**src/rtl/sad_pkg.sv**
```systemverilog
/*
  Package for the system address decoder: region bounds, destinations,
  master identifiers and timing constants.
  Assumes 32-bit byte addresses on every master port.
*/
package sad_pkg;

  localparam int unsigned ADDR_W = 32;

  // Region bases and top addresses (inclusive).
  localparam logic [31:0] PFLASH_BASE = 32'h0000_0000;
  localparam logic [31:0] PFLASH_TOP  = 32'h07ff_ffff;
  localparam logic [31:0] VECT_TOP    = 32'h0000_03ff;
  localparam logic [31:0] ALIAS0_BASE = 32'h0800_0000;
  localparam logic [31:0] ALIAS0_TOP  = 32'h0fff_ffff;
  localparam logic [31:0] DFLASH_BASE = 32'h1000_0000;
  localparam logic [31:0] DFLASH_TOP  = 32'h13ff_ffff;
  localparam logic [31:0] FRAM_BASE   = 32'h1400_0000;
  localparam logic [31:0] FRAM_TOP    = 32'h17ff_ffff;
  localparam logic [31:0] ALIAS1_BASE = 32'h1800_0000;
  localparam logic [31:0] ALIAS1_TOP  = 32'h1bff_ffff;
  localparam logic [31:0] SRAML_BASE  = 32'h1c00_0000;
  localparam logic [31:0] SRAML_TOP   = 32'h1fff_ffff;
  localparam logic [31:0] SRAMU_BASE  = 32'h2000_0000;
  localparam logic [31:0] SRAMU_TOP   = 32'h200f_ffff;

  // Extra wait states the core sees on the external-bus alias.
  localparam int unsigned ALIAS_WAIT = 0;

  // Master number of the processor core.
  localparam logic [1:0] CORE_ID = 2'h0;

  typedef enum logic [2:0] {
    SAD_DST_PFLASH,
    SAD_DST_DFLASH,
    SAD_DST_FRAM,
    SAD_DST_EXTBUS,
    SAD_DST_SRAML,
    SAD_DST_SRAMU,
    SAD_DST_ERROR
  } sad_dst_e;

endpackage : sad_pkg

```
**src/rtl/sad_region_dec.sv**
```systemverilog
/*
  Combinational decode of one address and master number to a destination.
  Assumes the address is stable while valid is high.
*/
`timescale 1ns/1ps
module sad_region_dec
  import sad_pkg::*;
#(
  parameter bit HAS_DFLASH = 1'b1
) (
  // Request.
  input  wire logic [31:0]    addr,
  input  wire logic [1:0]     master,
  // Result.
  output sad_pkg::sad_dst_e   dst,
  output logic                vector_hit
);

  always_comb begin
    dst        = SAD_DST_ERROR;
    vector_hit = (addr <= VECT_TOP);
    if (addr <= PFLASH_TOP) begin
      dst = SAD_DST_PFLASH;
    end else if ((addr >= ALIAS0_BASE && addr <= ALIAS0_TOP) ||
                 (addr >= ALIAS1_BASE && addr <= ALIAS1_TOP)) begin
      dst = (master == CORE_ID) ? SAD_DST_EXTBUS : SAD_DST_ERROR;
    end else if (addr >= DFLASH_BASE && addr <= DFLASH_TOP) begin
      dst = HAS_DFLASH ? SAD_DST_DFLASH : SAD_DST_ERROR;
    end else if (addr >= FRAM_BASE && addr <= FRAM_TOP) begin
      dst = SAD_DST_FRAM;
    end else if (addr >= SRAML_BASE && addr <= SRAML_TOP) begin
      dst = SAD_DST_SRAML;
    end else if (addr >= SRAMU_BASE && addr <= SRAMU_TOP) begin
      dst = SAD_DST_SRAMU;
    end
  end

endmodule : sad_region_dec

```
**src/rtl/sad_decoder.sv**
```systemverilog
/*
  System address decoder: routes each master request to one destination
  select and terminates illegal accesses with a bus error.
  Assumes a request is held until rsp_valid, and slaves answer ready.
*/
// Operation
// - Low 128 MB goes to program flash.
// - First 1024 bytes are flash vectors.
// - Alias windows to external bus, core only.
// - Fourth region to flash RAM, all masters.
// - Lower SRAM region to lower bank.
// - First megabyte of system SRAM upper bank.
`timescale 1ns/1ps
module sad_decoder
  import sad_pkg::*;
#(
  parameter bit HAS_DFLASH = 1'b1
) (
  // Clock and reset.
  input  wire logic         clk_sys,
  input  wire logic         rst_n,
  // Master request.
  input  wire logic         req_valid,
  input  wire logic [31:0]  req_addr,
  input  wire logic [1:0]   req_master,
  // Slave handshake.
  input  wire logic         slv_ready,
  // Slave select, one level per destination, plus sel_vector for vector hits in program flash.
  output logic              sel_pflash,
  output logic              sel_dflash,
  output logic              sel_fram,
  output logic              sel_extbus,
  output logic              sel_sraml,
  output logic              sel_sramu,
  output logic              sel_vector,
  // Response to the master.
  output logic              rsp_valid,
  output logic              rsp_error
);

  typedef enum logic [1:0] {
    SAD_IDLE,
    SAD_ERR,
    SAD_DONE
  } sad_state_e;

  typedef struct packed {
    sad_state_e state;
    logic       err;
  } sad_state_s;

  sad_state_s state_reg;
  sad_state_s state_next;
  sad_dst_e   dst;
  logic       vec_hit;
  logic       legal;

  sad_region_dec #(
    .HAS_DFLASH (HAS_DFLASH)
  ) u_dec (
    .addr       (req_addr),
    .master     (req_master),
    .dst        (dst),
    .vector_hit (vec_hit)
  );

  assign legal      = req_valid && (dst != SAD_DST_ERROR) &&
                      (state_reg.state == SAD_IDLE);
  assign sel_pflash = legal && (dst == SAD_DST_PFLASH);
  assign sel_vector = legal && (dst == SAD_DST_PFLASH) && vec_hit;
  assign sel_dflash = legal && (dst == SAD_DST_DFLASH);
  assign sel_fram   = legal && (dst == SAD_DST_FRAM);
  assign sel_extbus = legal && (dst == SAD_DST_EXTBUS);
  assign sel_sraml  = legal && (dst == SAD_DST_SRAML);
  assign sel_sramu  = legal && (dst == SAD_DST_SRAMU);

  always_comb begin
    state_next = state_reg;
    unique case (state_reg.state)
      SAD_IDLE: begin
        state_next.err = 1'b0;
        if (req_valid && dst == SAD_DST_ERROR) begin
          state_next.state = SAD_ERR;
          state_next.err   = 1'b1;
        end else if (legal && slv_ready) begin
          state_next.state = SAD_DONE;
        end
      end
      SAD_ERR: begin
        state_next.state = SAD_IDLE;
        state_next.err   = 1'b0;
      end
      SAD_DONE: begin
        state_next.state = SAD_IDLE;
      end
      // The unused fourth state code falls back to idle.
      default: begin
        state_next = '{state: SAD_IDLE, err: 1'b0};
      end
    endcase
  end

  always_ff @(posedge clk_sys or negedge rst_n) begin
    if (!rst_n) begin
      state_reg <= '{state: SAD_IDLE, err: 1'b0};
    end else begin
      state_reg <= state_next;
    end
  end

  assign rsp_valid = (state_reg.state != SAD_IDLE);
  assign rsp_error = state_reg.err;

endmodule : sad_decoder

```
**config.mk**
```make
export PLATFORM = sky130hd
export DESIGN_NAME = sad_decoder
export DESIGN_NICKNAME = d
export VERILOG_FILES = /design/src/rtl/sad_pkg.sv /design/src/rtl/sad_region_dec.sv /design/src/rtl/sad_decoder.sv
export SDC_FILE = /design/constraint.sdc
export NUM_CORES = 1
export LEC_CHECK = 0
export ABC_AREA = 0
export BUFFER_PORTS_ARGS = -buffer_cell sky130_fd_sc_hd__buf_2
export CAP_MARGIN = 10
export CORE_AREA = 2 2 39 41
export CTS_BUF_LIST = sky130_fd_sc_hd__clkbuf_4
export CTS_CLUSTER_SIZE = 20
export DETAILED_ROUTE_END_ITERATION = 10
export DIE_AREA = 0 0 41 43
export PLACE_DENSITY = 0.65
export SYNTH_ARGS = -nofsm -noshare
export SYNTH_HDL_FRONTEND = slang
export SYNTH_SLANG_ARGS = --single-unit
```
**constraint.sdc**
```tcl
create_clock -name clk_sys -period 1.8 [get_ports clk_sys]
set_input_delay 0.18 -clock clk_sys [delete_from_list [all_inputs] [get_ports clk_sys]]
set_output_delay 0.18 -clock clk_sys [all_outputs]
set_load 0.02 [all_outputs]
```
==> out/results.ini <==
[status]
status=finished with violations
violations=negative setup slack

[setup_path]
path_class=flip-flop to primary output
endpoint_kind=primary output
critPathRequiredTime_ns=1.62
critPathLaunchType=flip-flop
cp_max_fo=3
crit_start=state_reg[1]
arrival_ns=1.72
r2r-start=state_reg[1]

[sta]
layout_worst_path_cycle_share_pct=106
fin_crit_ns=1.90
setup_slack_ns=-0.0994
skew_ns=0.00457
rsz0062_at_grt=yes
tightest_slew_ns=0.318
fmax_ghz=0.526
setup_violations=5
hold_violations=0
holdWs_ns=0.172
slew_viol_final=0
finalSetupTns_ns=-0.210
maxSlewHeadroom_pct=78.6

[pwr]
cellPowerDensity_nw_per_um2=502
max-vdd-ir-drop_mv=0.226
p_total_mw=0.295
p_leak_nw=0.302

[logic_synthesis]
synth_area_sq_um=293
synth_top_area_cell=dfrtp_1
yosysSeqAreaShare_pct=25.6
ys_seq_elements=3
synthTopCellsByArea=dfrtp_1, nor2_1, nor4_1, and3_1, or2_2
synthFlopType=dfrtp_1
yosysWarnings=0
async_flop_share_pct=100
syn-num-nets=77
synth_area_per_cell_sq_um=7.51
synth_cells=39
synth_edf_count=0
netlist.area_leader.share_pct=25.6
synth_cell_types=22

[cts]
htreeDepth=1
clkLatencyLatePin_ns=0.24
cts_sinks=3
clockBufferDepth=2
clk_pin_slew_worst_paths_ns=0.04
cts_buffers=3
cts_tree=done
clock_tree.root_cell=clkbuf_4

[routing]
drt-met1-wl_um=310
wl_met2_um=436
wl_per_cell_um=9.21
detail-route-antenna-nets=0
dr_wl_met3_um=132
drtIter0Drc=0
drt_pass1_iterations=1
drc=0
dr_total_vias=445
vias_per_cell=4.54
wl_um=903
top_layer=met4

[final_layout]
final_common_cell=buf_2
final_cell_area_sq_um=588
drive_gt1_share_pct=62.2
fin_util_pct=42.5
largest_reg_flops=2
nNetsFinal=121
diodes=0
final_cell_mix=buf_2, nor2_1, buf_4, nor4_1, clkbuf_4
multiInputGateArea_sq_um=228
synthToLayoutAreaGrowth_pct=101
fillers=150
finalNonFillerCells=98
regArea_sq_um=75.1

[min_path]
hp-class=input port to flip-flop
hp-start=slv_ready

[global_routing]
grt.total_usage_pct=10.8
grt_overflow=0
antenna_found_initial=0
grt_pass1_wl_um=1300
grt_pass1_vias=354
grt_max_degree=8

[floorplanning]
fp-row-count=14
start_util_pct=21.2
die-area_sq_um=1760
core_area_sq_um=1380
io_pins=47
die_w_um=41
die_h_um=43

[place]
place_worst_setup_slack_ns=0.0893
postPlaceCellArea_sq_um=499
place.detailed.hpwl_um=746
gp_congestion=0.714
port_buffers=36
placed_cells=91

[flow_run]
drv_cap=0

[synthesized netlist by cell type (2+ instances only)]
cell type	n
and3_1	2
o21ai_0	2
dfrtp_1	3
nand2_1	3
nor4_1	4
or2_2	2
nor3_1	2
nor2_1	7
[power breakdown]
group	internal (mW)	switching (mW)
logic	0.0454	0.0364
clock network	0.0984	0.0402
registers	0.0722	0.00241
[layout make-up]
cell class / count / area share [%]
clock buffers: 4 / 5.11
inverters: 1 / 0.638
repair buffers: 39 / 39.4
multi-input cells: 35 / 38.7
well taps: 16 / 3.40
flip-flops and latches: 3 / 12.8
[kinds of logic (layout without fill, tap and decap cells)]
family,Yosys count,after routing,share of synthesized area [%]
buf+inv,1,44,1.28
compound gates,5,5,11.1
flops,3,3,25.6
simple gates,30,30,62.0
[critical path, cell delays in order (launching register included)]
cell and delay, ns:
dfrtp_1 0.38, or3b_4 0.40, or2_4 0.26, nor3_4 0.12
and4_1 0.21, buf_6 0.12
[per-layer routing]
| layer | vias up | GRT usage (%) |
|---|---|---|
| met4 | 0 | 8.00 |
| met5 | - | 0 |
| met3 | 2 | 3.14 |
| met1 | 180 | 11.0 |
| li1 | 232 | - |
| met2 | 31 | 17.2 |
[repair_timing]
item / 4_1_cts / 5_1_grt
setup endpoints to repair: 4 / 6
hold endpoints to repair: 3 / 0
buffers inserted: 1 / 1
hold buffers: 1 / 0
gates resized for setup: 3 / 8
pin swaps: 2 / 3
[path summary, 6_finish.rpt]
check / endpoint / slack (ns) / depth (start not counted)
max in group asynchronous: rsp_error / 1.43 / 2
min in group asynchronous: state_reg[2] / 0.26 / 2
hold / removal: state_reg[2] / 0.17 / 2
setup reg to reg: rsp_error / 0.54 / 4
hold reg to reg: rsp_error / 0.53 / 2
setup / recovery: sel_vector / -0.1 / 5
Power figures use the tool's default switching activity.
